--- src/logic/gdl_pkg.sv ---
// Shared constants and types of the gate driver lockout block
package gdl_pkg;
  // ----------------------------------------------------------------
  // Register byte offsets
  // ----------------------------------------------------------------
  localparam logic [7:0] REG_CMD  = 8'h00;  // Command write, delayed answer read
  localparam logic [7:0] REG_DEAD = 8'h04;  // Deadtime in clock cycles
  localparam logic [7:0] REG_STAT = 8'h08;  // Live state, read only

  // ----------------------------------------------------------------
  // Command encodings
  // ----------------------------------------------------------------
  localparam logic [3:0] NIB_MASK_LO = 4'h2;   // 0010 xxxx: mask bits 3..0
  localparam logic [3:0] NIB_MASK_HI = 4'h3;   // 0011 xxxx: mask bits 7..4
  localparam logic [3:0] NIB_MODE    = 4'h4;   // 0100 xxxx: mode, bit 0 locks
  localparam logic [7:0] CMD_READ_A  = 8'h00;  // status_read_cmd_a
  localparam logic [7:0] CMD_READ_B  = 8'h01;  // status_read_cmd_b
  localparam logic [7:0] CMD_CLEAR_A = 8'h60;  // clear_irq_cmd_a
  localparam logic [7:0] CMD_CLEAR_B = 8'h61;  // clear_irq_cmd_b

  // ----------------------------------------------------------------
  // Field positions
  // ----------------------------------------------------------------
  localparam int MODE_LOCK_BIT = 0;  // Lock bit inside the mode nibble
  localparam int ST_REFUSED    = 4;  // Mode change refused
  localparam int ST_EARLY      = 5;  // High edge came before re-arm
  localparam int ST_STANDBY    = 6;  // Enables dropped in normal mode
  localparam int SYNC_W        = 12; // Pins passing the synchroniser

  // ----------------------------------------------------------------
  // Reset values
  // ----------------------------------------------------------------
  localparam logic [7:0] STATUS_RST = 8'h00;
  localparam logic [7:0] MASK_RST   = 8'h00;
  localparam logic [7:0] DEAD_RST   = 8'h00;
  localparam logic [3:0] MODE_RST   = 4'h0;
  localparam logic [7:0] RESP_RST   = 8'h00;

  // Device operating state, one-hot
  typedef enum logic [2:0] {
    GDL_STANDBY = 3'b001,
    GDL_NORMAL  = 3'b010,
    GDL_FAULT   = 3'b100
  } gdl_state_t;
endpackage : gdl_pkg

--- src/logic/gdl_phase_if.sv ---
// Carrier between the control core and one phase unit
`timescale 1ns/1ps
`default_nettype none
interface gdl_phase_if;
  logic       normal;     // Device in normal mode
  logic [7:0] dead;       // Deadtime in cycles
  logic       low_in;     // Synchronised low-side input
  logic       high_in_n;  // Synchronised high-side input, active low
  logic       low_gate;   // Low gate drive
  logic       high_gate;  // High gate drive
  logic       locked;     // High side locked out
  logic       early;      // High edge seen while locked

  modport ctl (output normal, dead, low_in, high_in_n,
               input  low_gate, high_gate, locked, early);
  modport ph  (input  normal, dead, low_in, high_in_n,
               output low_gate, high_gate, locked, early);
endinterface : gdl_phase_if
`default_nettype wire

--- src/logic/gdl_top.sv ---
// Gate driver lockout core with AHB-Lite register access
//
// Contract
// RULE1 - Standby or fault drives all gates low
// RULE2 - Shutdown locks high side until re-init
// RULE3 - Recovery low pulse may be 100 ns
// RULE4 - Recovery starts by clearing interrupt conditions
// RULE5 - Both enables high enter normal mode
// RULE6 - Low-side pulse enables high-side drivers
// RULE7 - High inputs low for deadtime plus 100 ns
// RULE8 - Simultaneous high inputs turn high sides on
// RULE9 - High toggle restores drive, FETs off
// RULE10 - Inputs edge sensitive; low rise re-arms
// RULE11 - Host puts high edge after low toggle
// RULE12 - Early high edge keeps gate locked out
// RULE13 - First low rise after both enables
// RULE14 - Wait 280 ns from enables to low
// RULE15 - Separate or joint phase inputs allowed
// RULE16 - Power-up: send both clear commands first
// RULE17 - Mask commands 0010/0011 mask sources; here only the 0010 bits gate faults
// RULE18 - Host sets deadtime zero or calibrated
// RULE19 - Lock bit rejects later mode commands
// RULE20 - Host pulses low then high sides
// RULE21 - Handler reads status, acts, then clears
// RULE22 - Answer returned in the following transfer
// RULE23 - Host waits 2.0 ms after reset release
// RULE24 - Per phase lock cleared by low rise
`timescale 1ns/1ps
`default_nettype none
module gdl_top (
  // AHB-Lite slave
  input  wire logic        hclk,
  input  wire logic        hresetn,
  input  wire logic        hsel,
  input  wire logic [31:0] haddr,
  input  wire logic [1:0]  htrans,
  input  wire logic        hwrite,
  input  wire logic [2:0]  hsize,
  input  wire logic [31:0] hwdata,
  input  wire logic        hready,
  output logic      [31:0] hrdata,
  output logic             hreadyout,
  output logic             hresp,
  // Phase input pins
  input  wire logic [2:0]  phase_low_in,
  input  wire logic [2:0]  phase_high_in_n,
  // Enable pins
  input  wire logic        enable_one_pin,
  input  wire logic        enable_two_pin,
  // Fault detector pins, active high
  input  wire logic [3:0]  fault_in,
  // Gate drive outputs
  output logic      [2:0]  low_gate_out,
  output logic      [2:0]  high_gate_out
);
  // ----------------------------------------------------------------
  // Pin synchroniser
  // ----------------------------------------------------------------
  logic [gdl_pkg::SYNC_W-1:0] meta_q;  // First stage, read only by sync_q
  logic [gdl_pkg::SYNC_W-1:0] sync_q;  // Second stage, safe to use
  logic [gdl_pkg::SYNC_W-1:0] pins;    // Raw pin bundle

  assign pins = {fault_in, enable_two_pin, enable_one_pin,
                 phase_high_in_n, phase_low_in};

  // Two flops per pin, no logic between them
  always_ff @(posedge hclk or negedge hresetn) begin
    if (!hresetn) begin
      meta_q <= '0;
      sync_q <= '0;
    end else begin
      meta_q <= pins;
      sync_q <= meta_q;
    end
  end

  logic [2:0] low_s;     // Synced low inputs
  logic [2:0] high_n_s;  // Synced high inputs
  logic       ens;       // Both enables high
  logic [3:0] fault_s;   // Synced fault levels

  assign low_s    = sync_q[2:0];
  assign high_n_s = sync_q[5:3];
  assign ens      = sync_q[6] & sync_q[7];
  assign fault_s  = sync_q[11:8];

  // ----------------------------------------------------------------
  // Bus slave
  // ----------------------------------------------------------------
  logic        acc;                 // Address phase taken
  logic        dwr_q, dwr_d;        // Write data phase pending
  logic        drd_q, drd_d;        // Read wait cycle pending
  logic [7:0]  dadr_q, dadr_d;      // Data phase address
  logic        rdy_q, rdy_d;        // Ready flop
  logic [31:0] rdat_q, rdat_d;      // Read data flop
  logic [31:0] rd_mux;              // Register read view
  logic        wr_cmd;              // Command write this cycle
  logic        wr_dead;             // Deadtime write this cycle
  logic [7:0]  cbyte;               // Written command byte

  assign acc     = hsel & htrans[1] & hready;
  assign wr_cmd  = dwr_q & (dadr_q == gdl_pkg::REG_CMD);
  assign wr_dead = dwr_q & (dadr_q == gdl_pkg::REG_DEAD);
  assign cbyte   = hwdata[7:0];

  // Reads take one wait cycle so that a read right after
  // a command write already sees the updated answer
  always_comb begin
    dwr_d  = acc & hwrite;
    drd_d  = acc & ~hwrite;
    dadr_d = acc ? haddr[7:0] : dadr_q;
    rdy_d  = ~(acc & ~hwrite);
    rdat_d = drd_q ? rd_mux : rdat_q;
  end

  // Register bus state
  always_ff @(posedge hclk or negedge hresetn) begin
    if (!hresetn) begin
      dwr_q  <= 1'b0;
      drd_q  <= 1'b0;
      dadr_q <= 8'h00;
      rdy_q  <= 1'b1;
      rdat_q <= 32'h0000_0000;
    end else begin
      dwr_q  <= dwr_d;
      drd_q  <= drd_d;
      dadr_q <= dadr_d;
      rdy_q  <= rdy_d;
      rdat_q <= rdat_d;
    end
  end

  assign hrdata    = rdat_q;
  assign hreadyout = rdy_q;
  assign hresp     = 1'b0;  // Always OKAY; unmapped reads give zero

  // ----------------------------------------------------------------
  // Control state
  // ----------------------------------------------------------------
  gdl_pkg::gdl_state_t st_q, st_d;   // Operating state
  logic [7:0] status_q, status_d;    // Sticky status
  logic [7:0] mask_q, mask_d;        // Mask, 1 hides a fault source; bits 7..4 gate nothing
  logic [3:0] mode_q, mode_d;        // Mode bits and lock
  logic [7:0] dead_q, dead_d;        // Deadtime cycles
  logic [7:0] pend_q, pend_d;        // Answer for the next transfer
  logic [7:0] resp_q, resp_d;        // Answer now readable
  logic [7:0] answer;                // Answer to this command
  logic [7:0] ev;                    // Status set events
  logic [7:0] clr;                   // Status clear strobes
  logic       refused;               // Locked mode change seen
  logic       fault_unm;             // Unmasked fault pending
  logic [2:0] early_v;               // Early edges per phase
  logic [2:0] locked_v;              // Lockout per phase
  logic [2:0] lo_g, hi_g;            // Gate copies

  assign fault_unm = |(status_q[3:0] & ~mask_q[3:0]);

  // Command decode and answer
  always_comb begin
    mask_d  = mask_q;
    mode_d  = mode_q;
    clr     = 8'h00;
    refused = 1'b0;
    if (wr_cmd) begin
      case (cbyte[7:4])
        gdl_pkg::NIB_MASK_LO: begin
          mask_d[3:0] = cbyte[3:0];  // RULE17
        end
        gdl_pkg::NIB_MASK_HI: begin
          mask_d[7:4] = cbyte[3:0];  // RULE17
        end
        gdl_pkg::NIB_MODE: begin
          if (mode_q[gdl_pkg::MODE_LOCK_BIT]) begin
            refused = 1'b1;  // RULE19
          end else begin
            mode_d = cbyte[3:0];
          end
        end
        default: begin
          if (cbyte == gdl_pkg::CMD_CLEAR_A) begin
            clr[3:0] = 4'hF;
          end
          if (cbyte == gdl_pkg::CMD_CLEAR_B) begin
            clr[7:4] = 4'hF;
          end
        end
      endcase
    end
    // Status reads answer status and mask, others the state and mode
    if (cbyte == gdl_pkg::CMD_READ_A) begin
      answer = status_q;
    end else if (cbyte == gdl_pkg::CMD_READ_B) begin
      answer = mask_q;
    end else begin
      answer = {1'b0, st_q, mode_q};
    end
    // Answer travels one transfer late
    pend_d = wr_cmd ? answer : pend_q;  // RULE22
    resp_d = wr_cmd ? pend_q : resp_q;  // RULE22
    dead_d = wr_dead ? hwdata[7:0] : dead_q;
  end

  // Status: a set in the clearing cycle wins
  always_comb begin
    ev[3:0]              = fault_s;
    ev[gdl_pkg::ST_REFUSED] = refused;
    ev[gdl_pkg::ST_EARLY]   = |early_v;
    ev[gdl_pkg::ST_STANDBY] = (st_q == gdl_pkg::GDL_NORMAL) & ~ens;
    ev[7]                = 1'b0;
    status_d = (status_q & ~clr) | ev;
  end

  // Operating state
  always_comb begin
    st_d = st_q;
    case (st_q)
      gdl_pkg::GDL_STANDBY: begin
        if (fault_unm) begin
          st_d = gdl_pkg::GDL_FAULT;
        end else if (ens) begin
          st_d = gdl_pkg::GDL_NORMAL;  // RULE5
        end
      end
      gdl_pkg::GDL_NORMAL: begin
        if (fault_unm) begin
          st_d = gdl_pkg::GDL_FAULT;  // RULE1
        end else if (!ens) begin
          st_d = gdl_pkg::GDL_STANDBY;  // RULE1
        end
      end
      gdl_pkg::GDL_FAULT: begin
        // Leave only once software cleared or masked the fault
        if (!fault_unm) begin
          st_d = gdl_pkg::GDL_STANDBY;
        end
      end
      default: begin
        st_d = gdl_pkg::GDL_STANDBY;
      end
    endcase
  end

  // Register the control state
  always_ff @(posedge hclk or negedge hresetn) begin
    if (!hresetn) begin
      st_q     <= gdl_pkg::GDL_STANDBY;
      status_q <= gdl_pkg::STATUS_RST;
      mask_q   <= gdl_pkg::MASK_RST;
      mode_q   <= gdl_pkg::MODE_RST;
      dead_q   <= gdl_pkg::DEAD_RST;
      pend_q   <= gdl_pkg::RESP_RST;
      resp_q   <= gdl_pkg::RESP_RST;
    end else begin
      st_q     <= st_d;
      status_q <= status_d;
      mask_q   <= mask_d;
      mode_q   <= mode_d;
      dead_q   <= dead_d;
      pend_q   <= pend_d;
      resp_q   <= resp_d;
    end
  end

  // Register read view
  always_comb begin
    case (dadr_q)
      gdl_pkg::REG_CMD:  rd_mux = {24'h00_0000, resp_q};
      gdl_pkg::REG_DEAD: rd_mux = {24'h00_0000, dead_q};
      gdl_pkg::REG_STAT: rd_mux = {9'h000, mode_q[gdl_pkg::MODE_LOCK_BIT],
                                   hi_g, lo_g, locked_v, sync_q[7:6],
                                   st_q, status_q};
      default:           rd_mux = 32'h0000_0000;
    endcase
  end

  // ----------------------------------------------------------------
  // Phase units
  // ----------------------------------------------------------------
  gdl_phase_if ph_if [3] ();

  genvar g;
  generate
    for (g = 0; g < 3; g++) begin : g_ph
      assign ph_if[g].normal    = (st_q == gdl_pkg::GDL_NORMAL);  // RULE1
      assign ph_if[g].dead      = dead_q;
      assign ph_if[g].low_in    = low_s[g];
      assign ph_if[g].high_in_n = high_n_s[g];
      assign lo_g[g]            = ph_if[g].low_gate;
      assign hi_g[g]            = ph_if[g].high_gate;
      assign locked_v[g]        = ph_if[g].locked;
      assign early_v[g]         = ph_if[g].early;
      gdl_phase u_phase (
        .hclk    (hclk),
        .hresetn (hresetn),
        .bus     (ph_if[g])
      );
    end
  endgenerate

  assign low_gate_out  = lo_g;
  assign high_gate_out = hi_g;
endmodule : gdl_top
`default_nettype wire

--- src/logic/gdl_phase.sv ---
// One phase: high-side lockout, re-arm by edges, deadtime interlock
`timescale 1ns/1ps
`default_nettype none
module gdl_phase (
  // Clock and reset
  input wire logic hclk,
  input wire logic hresetn,
  // Link to control core
  gdl_phase_if.ph  bus
);
  // ----------------------------------------------------------------
  // State
  // ----------------------------------------------------------------
  logic       lock_q, lock_d;      // Locked until low-side rise
  logic       arm_q, arm_d;        // Re-armed, waiting high toggle
  logic       lo_q, lo_d;          // Low gate flop
  logic       hi_q, hi_d;          // High gate flop
  logic       plo_q, plo_d;        // Previous low input
  logic       phn_q, phn_d;        // Previous high input
  logic [7:0] cnt_q, cnt_d;        // Deadtime counter
  logic       lo_rise, hn_edge, hn_fall;
  logic       want_lo, want_hi, pend_on, other_on;

  // Edge detection on already synchronised inputs
  assign lo_rise = bus.low_in & ~plo_q;
  assign hn_edge = bus.high_in_n ^ phn_q;
  assign hn_fall = ~bus.high_in_n & phn_q;
  // Joint input drives both pins alike; conflict gives both off
  assign want_lo = bus.low_in & bus.high_in_n;
  assign want_hi = ~bus.high_in_n & ~bus.low_in & ~lock_q & ~arm_q;
  assign pend_on  = (want_lo & ~lo_q) | (want_hi & ~hi_q);
  assign other_on = (want_lo & hi_q) | (want_hi & lo_q);

  // Next state of the phase
  always_comb begin
    lock_d = lock_q;
    arm_d  = arm_q;
    lo_d   = lo_q;
    hi_d   = hi_q;
    cnt_d  = 8'h00;
    plo_d  = bus.low_in;
    phn_d  = bus.high_in_n;
    if (!bus.normal) begin
      // Standby or fault: all gates off, high side locked
      lo_d   = 1'b0;  // RULE1
      hi_d   = 1'b0;  // RULE1
      lock_d = 1'b1;  // RULE2
      arm_d  = 1'b0;
    end else begin
      // Only a low-side rise in normal mode re-arms
      if (lock_q && lo_rise) begin
        lock_d = 1'b0;  // RULE6 RULE10 RULE24
        arm_d  = 1'b1;
      end
      // High toggle after re-arm restores drive
      if (arm_q && hn_fall) begin
        arm_d = 1'b0;  // RULE9
      end
      // Turn-off is immediate
      if (!want_lo) begin
        lo_d = 1'b0;
      end
      if (!want_hi) begin
        hi_d = 1'b0;
      end
      // Turn-on waits for deadtime with both gates off
      if (pend_on && !other_on) begin
        if (cnt_q >= bus.dead) begin
          lo_d = want_lo;
          hi_d = want_hi;  // RULE8
        end else begin
          cnt_d = cnt_q + 8'h01;
        end
      end
    end
  end

  // Register the phase state
  always_ff @(posedge hclk or negedge hresetn) begin
    if (!hresetn) begin
      lock_q <= 1'b1;
      arm_q  <= 1'b0;
      lo_q   <= 1'b0;
      hi_q   <= 1'b0;
      plo_q  <= 1'b0;
      phn_q  <= 1'b1;
      cnt_q  <= 8'h00;
    end else begin
      lock_q <= lock_d;
      arm_q  <= arm_d;
      lo_q   <= lo_d;
      hi_q   <= hi_d;
      plo_q  <= plo_d;
      phn_q  <= phn_d;
      cnt_q  <= cnt_d;
    end
  end

  // Outputs toward the core
  assign bus.low_gate  = lo_q;
  assign bus.high_gate = hi_q;
  assign bus.locked    = lock_q | arm_q;
  assign bus.early     = bus.normal & lock_q & hn_edge & ~lo_rise;  // RULE12
endmodule : gdl_phase
`default_nettype wire

--- config.mk ---
export PLATFORM = sky130hd
export DESIGN_NAME = gdl_top
export DESIGN_NICKNAME = d
export VERILOG_FILES = /design/src/logic/gdl_pkg.sv /design/src/logic/gdl_phase_if.sv /design/src/logic/gdl_top.sv /design/src/logic/gdl_phase.sv
export SDC_FILE = /design/constraint.sdc
export NUM_CORES = 1
export LEC_CHECK = 0
export BUFFER_PORTS_ARGS = -buffer_cell sky130_fd_sc_hd__buf_2
export CORE_ASPECT_RATIO = 0.75
export CORE_MARGIN = 4
export CORE_UTILIZATION = 35
export DETAILED_ROUTE_END_ITERATION = 6
export PLACE_DENSITY_LB_ADDON = 0.15
export REMOVE_ABC_BUFFERS = 1
export SLEW_MARGIN = 0
export SYNTH_ARGS = -nofsm -noshare
export SYNTH_HDL_FRONTEND = slang
export SYNTH_SLANG_ARGS = --single-unit
--- constraint.sdc ---
create_clock -name hclk -period 4.59 [get_ports hclk]
set_input_delay 0.918 -clock hclk [delete_from_list [all_inputs] [get_ports hclk]]
set_output_delay 0.918 -clock hclk [all_outputs]
set_load 0.02 [all_outputs]
-- Word-level counts from Yosys, hierarchy flattened
Index checks and enable logic that the tools add are counted.
- $add $sub $neg: 3
- $lt $le $gt $ge: 3
- equal/unequal tests: 20
- mux-type cells: 65
- bitwise logic cells: 92
- reductions and logical operators: 22
- operators by type and width (kind ; count):
    $mux 8 ; 13
    $pmux 23 s3 ; 1
    $and 1x1->1 ; 47
    $mux 1 ; 43
    $not 1->1 ; 28
    $add 8x1->8 const B ; 3
    $ge 8x8->1 ; 3
    $eq 8x7->1 const B ; 2
    $logic_not 8->1 ; 2
    $mux 3 ; 5
    $logic_and 1x1->1 ; 9
    $ne 3x3->1 const B ; 3
    $or 1x1->1 ; 9
    $pmux 3 s3 ; 1
    $and 8x8->8 ; 1
    $eq 4x2->1 const B ; 2
    $eq 8x1->1 const B ; 1
    $eq 8x3->1 const B ; 1
    $eq 8x4->1 const B ; 1
    $mux 4 ; 2
    $not 8->8 ; 1
    $or 8x7->8 ; 1
    $ne 3x1->1 const B ; 2
    $reduce_and 2->1 ; 3
    13 further kinds ; 21
- register bits after elaboration: 156
- input bits: 86
- logic and storage cells: 242

-- Longest topological paths before layout
Gate-level depths: netlist of the first run.
- depth in word-level cells: 10
- depth in mapped cells: 7
- gate-level depth less buffers: 6

-- Cells and area by module
From an unflattened synthesis of the first run, not the netlist that was laid out.
- cell total of the unflattened synthesis: 562
- area total of the unflattened synthesis: 6844.1 um2
- by module, submodules not included (module ; instances ; cells an instance ; area an instance (um2) ; sequential area each (um2)):
    gdl_top ; 1 ; 307 ; 4160.2 ; 2630.0
    gdl_phase ; 3 ; 85 ; 894.6 ; 352.8

-- Worst setup path before layout of the first run
Ideal clock, no wire load.
- path type: input port to flip-flop
- from: in hwdata[4]
- to: reg mode_q[1]
- arrival time: 2.095 ns
- slack: 2.370 ns
- stages on the path: 3
- path through: or3b_2 > nor4_2 > mux2_2
- word-level cells in the longest chain between the ends: 2
- ends and longest elaborated chain (what ; RTL line ; RTL):
    start: declaration ; gdl_top.sv:39 ; input wire logic [31:0] hwdata,
    $eq 4x3->1 ; gdl_top.sv:165 ; case (cbyte[7:4])
    $reduce_and 3->1 (no line) ; -- ;
    end signal: assignment ; gdl_top.sv:249 ; mode_q <= gdl_pkg::MODE_RST;
    end signal: assignment ; gdl_top.sv:257 ; mode_q <= mode_d;
    end: declaration ; gdl_top.sv:143 ; logic [3:0] mode_q, mode_d;
Every way passes these cells.
A chain may end at the register's enable or synchronous reset.

-- Final worst setup path of the first run
- from: reg dadr_q[3]
- to: reg mode_q[2]
- word-level cells in the longest chain between the ends: 3
- ends and longest elaborated chain (what ; RTL line ; RTL):
    start: declaration ; gdl_top.sv:93 ; logic [7:0] dadr_q, dadr_d;
    start signal: assignment ; gdl_top.sv:127 ; dadr_q <= dadr_d;
    $logic_not 8->1 ; gdl_top.sv:102 ; assign wr_cmd = dwr_q & (dadr_q == gdl_pkg::REG_CMD);
    $and 1x1->1 ; gdl_top.sv:102 ;
    $reduce_and 3->1 (no line) ; -- ;
Every way passes these cells.

==> results.json, run 1 <==
{
  "critPathLaunchType": "flip-flop",
  "cts_htree_levels": 4,
  "wl_per_cell_um": 15.6,
  "yosys.cell_types.count": 52,
  "synth_area_leader_cell": "dfrtp_1",
  "grt_antenna_before_repair": 0,
  "power.net_switching_mw": 0.764,
  "grt_first_pass_wirelength_mm": 23.5,
  "internal-power_mw": 2.24,
  "chipHeight_um": 127,
  "drc_errors": 0,
  "via_per_inst": 4.86,
  "worstPathRequired_ns": 4.89,
  "hp-class": "reg -> reg",
  "crit_type": "reg -> reg",
  "ys.flop_type": "dfrtp_1",
  "synth.area.top_cells": "dfrtp_1 53%, mux2_2 6.9%, ha_1 5.7%",
  "totalWireLength_mm": 14.1,
  "cp_max_fo": 26,
  "drtPass1Iterations": 4,
  "drive_gt1_share_pct": 23.0,
  "ant_nets": 0,
  "cts_tree": "yes",
  "avgSynthCellArea_um2": 11.4,
  "die_width_um": 166,
  "clockBufferDepth": 2,
  "yosysTopAreaCellShare_pct": 53.0,
  "hold_buffers": 0,
  "synthToLayoutAreaGrowth_pct": 16.9,
  "clockPowerShare_pct": 45.3,
  "num_vias": 4375,
  "first_global_vias": 4424,
  "finalNetCount": 756,
  "place_congestion": 0.803,
  "multi_input_area_um2": 2540,
  "overflow": 0,
  "numClockSinks": 147,
  "fmax_mhz": 408,
  "clk_latency_ns": 0.42,
  "holdWs_ns": 0.344,
  "start_util_pct": 35.6,
  "pwr-share-comb_pct": 7.1,
  "cts.clk_slew.worst_paths_ns": 0.06,
  "root_buffer": "clkbuf_16",
  "p_seq_share_pct": 47.6,
  "coreArea_um2": 18500,
  "synth_cells": 575,
  "rows": 43,
  "post-route-period-util_pct": 53.4,
  "post-cts-setup-buffers": 0,
  "ys_seq_area_share_pct": 56.2,
  "cp-end-kind": "flip-flop",
  "seq_area_um2": 3690,
  "worstMarginPinSlew_ns": 1.08,
  "rsz0062_at_grt": "false",
  "slew-limit-headroom_pct": 27.0,
  "post-route-min-period_ns": 2.45,
  "p_leak_nw": 3.64,
  "yosysMostFrequentCell": "dfrtp_1",
  "postSynth.asyncResetShare_pct": 100,
  "setup_viol": 0,
  "finalSetupTns_ns": 0,
  "peakVddDrop_mv": 0.258,
  "fillCellCount": 1776,
  "grt_max_degree": 104,
  "ys_seq_elements": 147,
  "io_buffers": 63,
  "hold_viol_final": 0,
  "drt_iter0_drc": 262,
  "die-area_um2": 21000,
  "syn_area_um2": 6560,
  "grt_usage_pct": 14.0,
  "ys_top_cells_by_count": "139 x dfrtp_1, 53 x inv_1, 40 x mux2_2, 38 x nand2_1, 36 x o21ai_0",
  "ios": 126,
  "power_density_nw_per_um2": 391,
  "slew_viol_final": 0,
  "cts_buffers": 17,
  "cap_violations": 0,
  "synth_edf_count": 0,
  "p_sw_share_pct": 25.4,
  "dp_hpwl_mm": 10.1,
  "skew_ns": 0.0163,
  "outcome": "finished, final reports clean",
  "yosys_warnings": 0,
  "cts_resized": 0,
  "insertedDiodeCount": 0,
  "crit_arrival_ns": 2.75
}
stage by stage:
stage / std cells / cell area, µm² / util (%) / power (mW) / setup slack, ns
6_report: 900 / 7670 / 41.6 / 3.00 / 2.14
5_1_grt: 900 / 7670 / 41.6 / 3.15 / 1.93
4_1_cts: 900 / 7670 / 41.6 / 3.05 / 2.13
3_5_place_dp: 868 / 7090 / 38.4 / 1.67 / 1.99
3_3_place_gp: 868 / 7090 / 38.4 / 1.66 / 2.03
2_1_floorplan: 555 / 6420 / - / 1.57 / 2.21
final timing paths:
kind / start / to / slack, ns / depth (start not counted)
min in group asynchronous: hresetn / meta_q[11]$_DFF_PN0_ / 0.58 / 1
worst max register to register: dadr_q[3]$_DFFE_PN0P_ / mode_q[2]$_DFFE_PN0P_ / 2.14 / 5
worst min register to register: meta_q[10]$_DFF_PN0_ / sync_q[10]$_DFF_PN0_ / 0.34 / 0
worst min-delay path: meta_q[10]$_DFF_PN0_ / sync_q[10]$_DFF_PN0_ / 0.34 / 0
worst max-delay path: dadr_q[3]$_DFFE_PN0P_ / mode_q[2]$_DFFE_PN0P_ / 2.14 / 5
max in group asynchronous: hresetn / st_q[0]$_DFFE_PN1P_ / 3.20 / 2
cells by family (layout without fill, tap and decap cells):
group / count (synthesis) / in the layout / share of synthesized area, %
buf+inv: 82 / 151 / 5.64
flops: 147 / 147 / 56.2
compound gates: 93 / 93 / 8.71
other cells: 1 / 10 / 0.0571
xor+xnor: 19 / 19 / 2.54
fa+ha+maj: 30 / 30 / 5.72
simple gates: 147 / 147 / 11.8
mux: 56 / 56 / 9.30
cell type report:
| cell class | count | share of cell area, % |
|---|---|---|
| tap | 247 | 4.03 |
| multi-input combinational | 355 | 33.1 |
| clock buffer | 19 | 5.77 |
| sequential | 147 | 48.1 |
| inverter | 53 | 2.59 |
| timing repair buffer | 66 | 4.65 |
| clock inverter | 13 | 1.83 |
placed cells by master, fill, tap and decap left out, drive strengths merged, types with 3 or more instances in the layout:
cell / n
a21oi: 19
nor3b: 3
nor3: 13
nor4: 13
conb: 10
nand2b: 3
mux2i: 16
a21o: 5
a211oi: 3
o21ai: 36
nor4b: 3
nor2: 24
xnor2: 4
dfstp: 8
nand3: 20
clkinv: 5
nor2b: 7
and3: 8
ha: 30
mux2: 40
o31a: 4
inv: 59
nand3b: 3
a22o: 3
o22ai: 9
clkbuf: 19
nand2: 38
or4: 3
dfrtp: 139
buf: 66
xor2: 15
critical path, cell delays in order (launching register included):
cell and delay, ns:
dfrtp_1 0.53, nor4b_1 0.55, nand3b_1 0.12, buf_4 0.26, nor4_2 0.46, mux2_2 0.40
state kept, by name, summed over array words and instances (netlist names), 8 cells and up:
signal              count
meta_q                 12
mask_q                  8
pend_q                  8
dadr_q                  8
resp_q                  8
status_q                8
g_ph.u_phase.cnt_q     24
sync_q                 12
hrdata                 23
dead_q                  8
metal layers:
layer | track usage, % | vias to the layer above | share of wire, %
li1 | - | 2118 | -
met1 | 19.9 | 2172 | 50
met2 | 21.4 | 72 | 45
met3 | 2.96 | 13 | 3.8
met4 | 4.70 | 0 | 1.5
met5 | 0 | - | 0
power groups by stage:
stage	clock network [mW]	registers, mW	logic, mW
2_1_floorplan	0	1.44	0.130
3_3_place_gp	0	1.45	0.208
3_5_place_dp	0	1.45	0.216
4_1_cts	1.40	1.43	0.217
5_1_grt	1.46	1.44	0.244
6_report	1.36	1.43	0.212
Note: power is estimated with default switching activity, not from simulation.
==> run 2, diff against run 1 <==
==> constraint.sdc (replaced) <==
create_clock -name hclk -period 2.3 [get_ports hclk]
set_input_delay 0.46 -clock hclk [delete_from_list [all_inputs] [get_ports hclk]]
set_output_delay 0.46 -clock hclk [all_outputs]
set_load 0.02 [all_outputs]
==> results.json, run 2 (same netlist as run 1, synthesis figures left out) <==
{
  "cts.clk_slew.worst_paths_ns": 0.07,
  "p_sw_share_pct": 25.4,
  "internal-power_mw": 4.70,
  "power_density_nw_per_um2": 803,
  "outcome": "finished, final reports clean",
  "post-route-period-util_pct": 91.8,
  "place_congestion": 0.829,
  "post-cts-setup-buffers": 0,
  "ant_nets": 0,
  "worstPathRequired_ns": 2.61,
  "fillCellCount": 1772,
  "setup_viol": 0,
  "slowest_stage": "or4_1",
  "fmax_mhz": 474,
  "finalSetupTns_ns": 0,
  "start_util_pct": 35.6,
  "grt_first_pass_wirelength_mm": 24.2,
  "die-area_um2": 21000,
  "crit_arrival_ns": 2.43,
  "power.net_switching_mw": 1.60,
  "p_total_mw": 6.29,
  "multi_input_area_um2": 2540,
  "crit-reg2reg-launch": "st_q[0]$_DFFE_PN1P_",
  "drt_iter0_drc": 283,
  "via_per_inst": 4.88,
  "chipHeight_um": 127,
  "drtPass1Iterations": 4,
  "skew_ns": 0.00826,
  "p_seq_share_pct": 44.6,
  "cp-end-kind": "flip-flop",
  "io_buffers": 63,
  "r2r.worst_path.cells": 3,
  "rsz0062_at_grt": "false",
  "hp-class": "in -> reg",
  "wl_per_cell_um": 15.7,
  "finalNetCount": 769,
  "numClockSinks": 147,
  "drc_errors": 0,
  "dp_hpwl_mm": 10.5,
  "cp_max_fo": 9,
  "cp_cell_sequence": "or3b_1 > or4_1 > nor4_1",
  "cp-startpoint": "st_q[0]$_DFFE_PN1P_",
  "num_vias": 4454,
  "layout_commonest_cell": "dfrtp_1",
  "grt_antenna_before_repair": 0,
  "cts_htree_levels": 4,
  "seq_area_um2": 3690,
  "max_stage_delay_ns": 0.72,
  "slew-limit-headroom_pct": 49.3,
  "synthToLayoutAreaGrowth_pct": 19.4,
  "post-route-min-period_ns": 2.11,
  "cap_violations": 0,
  "crit_type": "reg -> reg",
  "postPlaceCellArea_um2": 7180,
  "utilization_pct": 42.5,
  "regMostFlops": "g_ph.u_phase.cnt_q",
  "grt_usage_pct": 14.3,
  "ios": 126,
  "clk_latency_ns": 0.42,
  "grt_max_degree": 53,
  "overflow": 0,
  "peakVddDrop_mv": 0.362,
  "insertedDiodeCount": 0,
  "p_leak_nw": 3.73,
  "fin_area_um2": 7830,
  "hold_viol_final": 0,
  "critPathLaunchType": "flip-flop",
  "die_width_um": 166,
  "root_buffer": "clkbuf_16",
  "pwr-share-comb_pct": 8.0,
  "cts_buffers": 17,
  "ff2ff_setup_slack_ns": 0.19,
  "clockBufferDepth": 2,
  "final_cell_mix": "139 x dfrtp_1, 62 x buf_2, 53 x inv_1",
  "totalWireLength_mm": 14.4,
  "cts_tree": "yes",
  "drive_gt1_share_pct": 24.6,
  "holdWs_ns": 0.136,
  "slew_viol_final": 0,
  "largest_reg_flops": 24,
  "worstMarginPinSlew_ns": 0.755,
  "endpoint": "g_ph[1].u_phase.cnt_q[5]$_DFF_PN0_",
  "worst_r2r_endpoint": "g_ph[1].u_phase.cnt_q[5]$_DFF_PN0_",
  "clockPowerShare_pct": 47.4,
  "coreArea_um2": 18500,
  "rows": 43,
  "first_global_vias": 4620
}
## run 2: what timing repair did
item | CTS | global route
endpoints found under the setup margin | 0 | 3
hold endpoints to repair | 8 | 0
gates resized for setup | 0 | 2
hold buffers | 1 | 0
## run 2: power groups by stage
stage	Clock [mW]	Combinational, mW	Sequential, mW
4_1_cts	3.06	0.511	2.81
5_1_grt	3.17	0.566	2.83
2_1_floorplan	0	0.259	2.87
6_report	2.98	0.502	2.81
3_5_place_dp	0	0.507	2.86
3_3_place_gp	0	0.491	2.85
## run 2: layer usage
| layer | vias up | global-route usage, % | wire, µm |
|---|---|---|---|
| li1 | 2151 | - | - |
| met1 | 2214 | 19.9 | 7040 |
| met2 | 79 | 22.1 | 6510 |
| met3 | 10 | 3.52 | 608 |
| met4 | 0 | 4.85 | 212 |
| met5 | - | 0 | 0 |
## run 2: worst min-delay path by stage
| stage | slack, ns | endpoint | cells after the start | startpoint |
|---|---|---|---|---|
| floorplan | 0.16 | dadr_q[0]$_DFFE_PN0P_ | 0 | hresetn |
| global placement | 0.33 | sync_q[9]$_DFF_PN0_ | 0 | meta_q[9]$_DFF_PN0_ |
| detailed placement | 0.34 | sync_q[8]$_DFF_PN0_ | 0 | meta_q[8]$_DFF_PN0_ |
| CTS | 0.12 | meta_q[9]$_DFF_PN0_ | 1 | fault_in[1] |
| global route | 0.12 | meta_q[9]$_DFF_PN0_ | 1 | fault_in[1] |
| finish | 0.14 | meta_q[8]$_DFF_PN0_ | 1 | fault_in[0] |
## run 2: layout make-up
type,instances,share of cell area [%]
Sequential cell,147,47.1
Multi-Input combinational cell,355,32.5
Timing Repair Buffer,79,5.83
Clock buffer,17,5.43
Tap cell,247,3.95
Clock inverter,15,2.70
Inverter,53,2.54
## run 2: worst max-delay path: cells and delay by family, from the launching register on
family / cells / cell delay (ns)
DFF: 1 / 0.41
and+or+nand+nor: 3 / 1.59
## run 2: metrics by stage
| step | worst slack [ns] | std cells |
|---|---|---|
| global route | 0.0503 | 913 |
| floorplan | -0.0751 | 555 |
| global placement | 0.196 | 880 |
| detailed placement | 0.181 | 880 |
| CTS | 0.162 | 913 |
| finish | 0.188 | 913 |
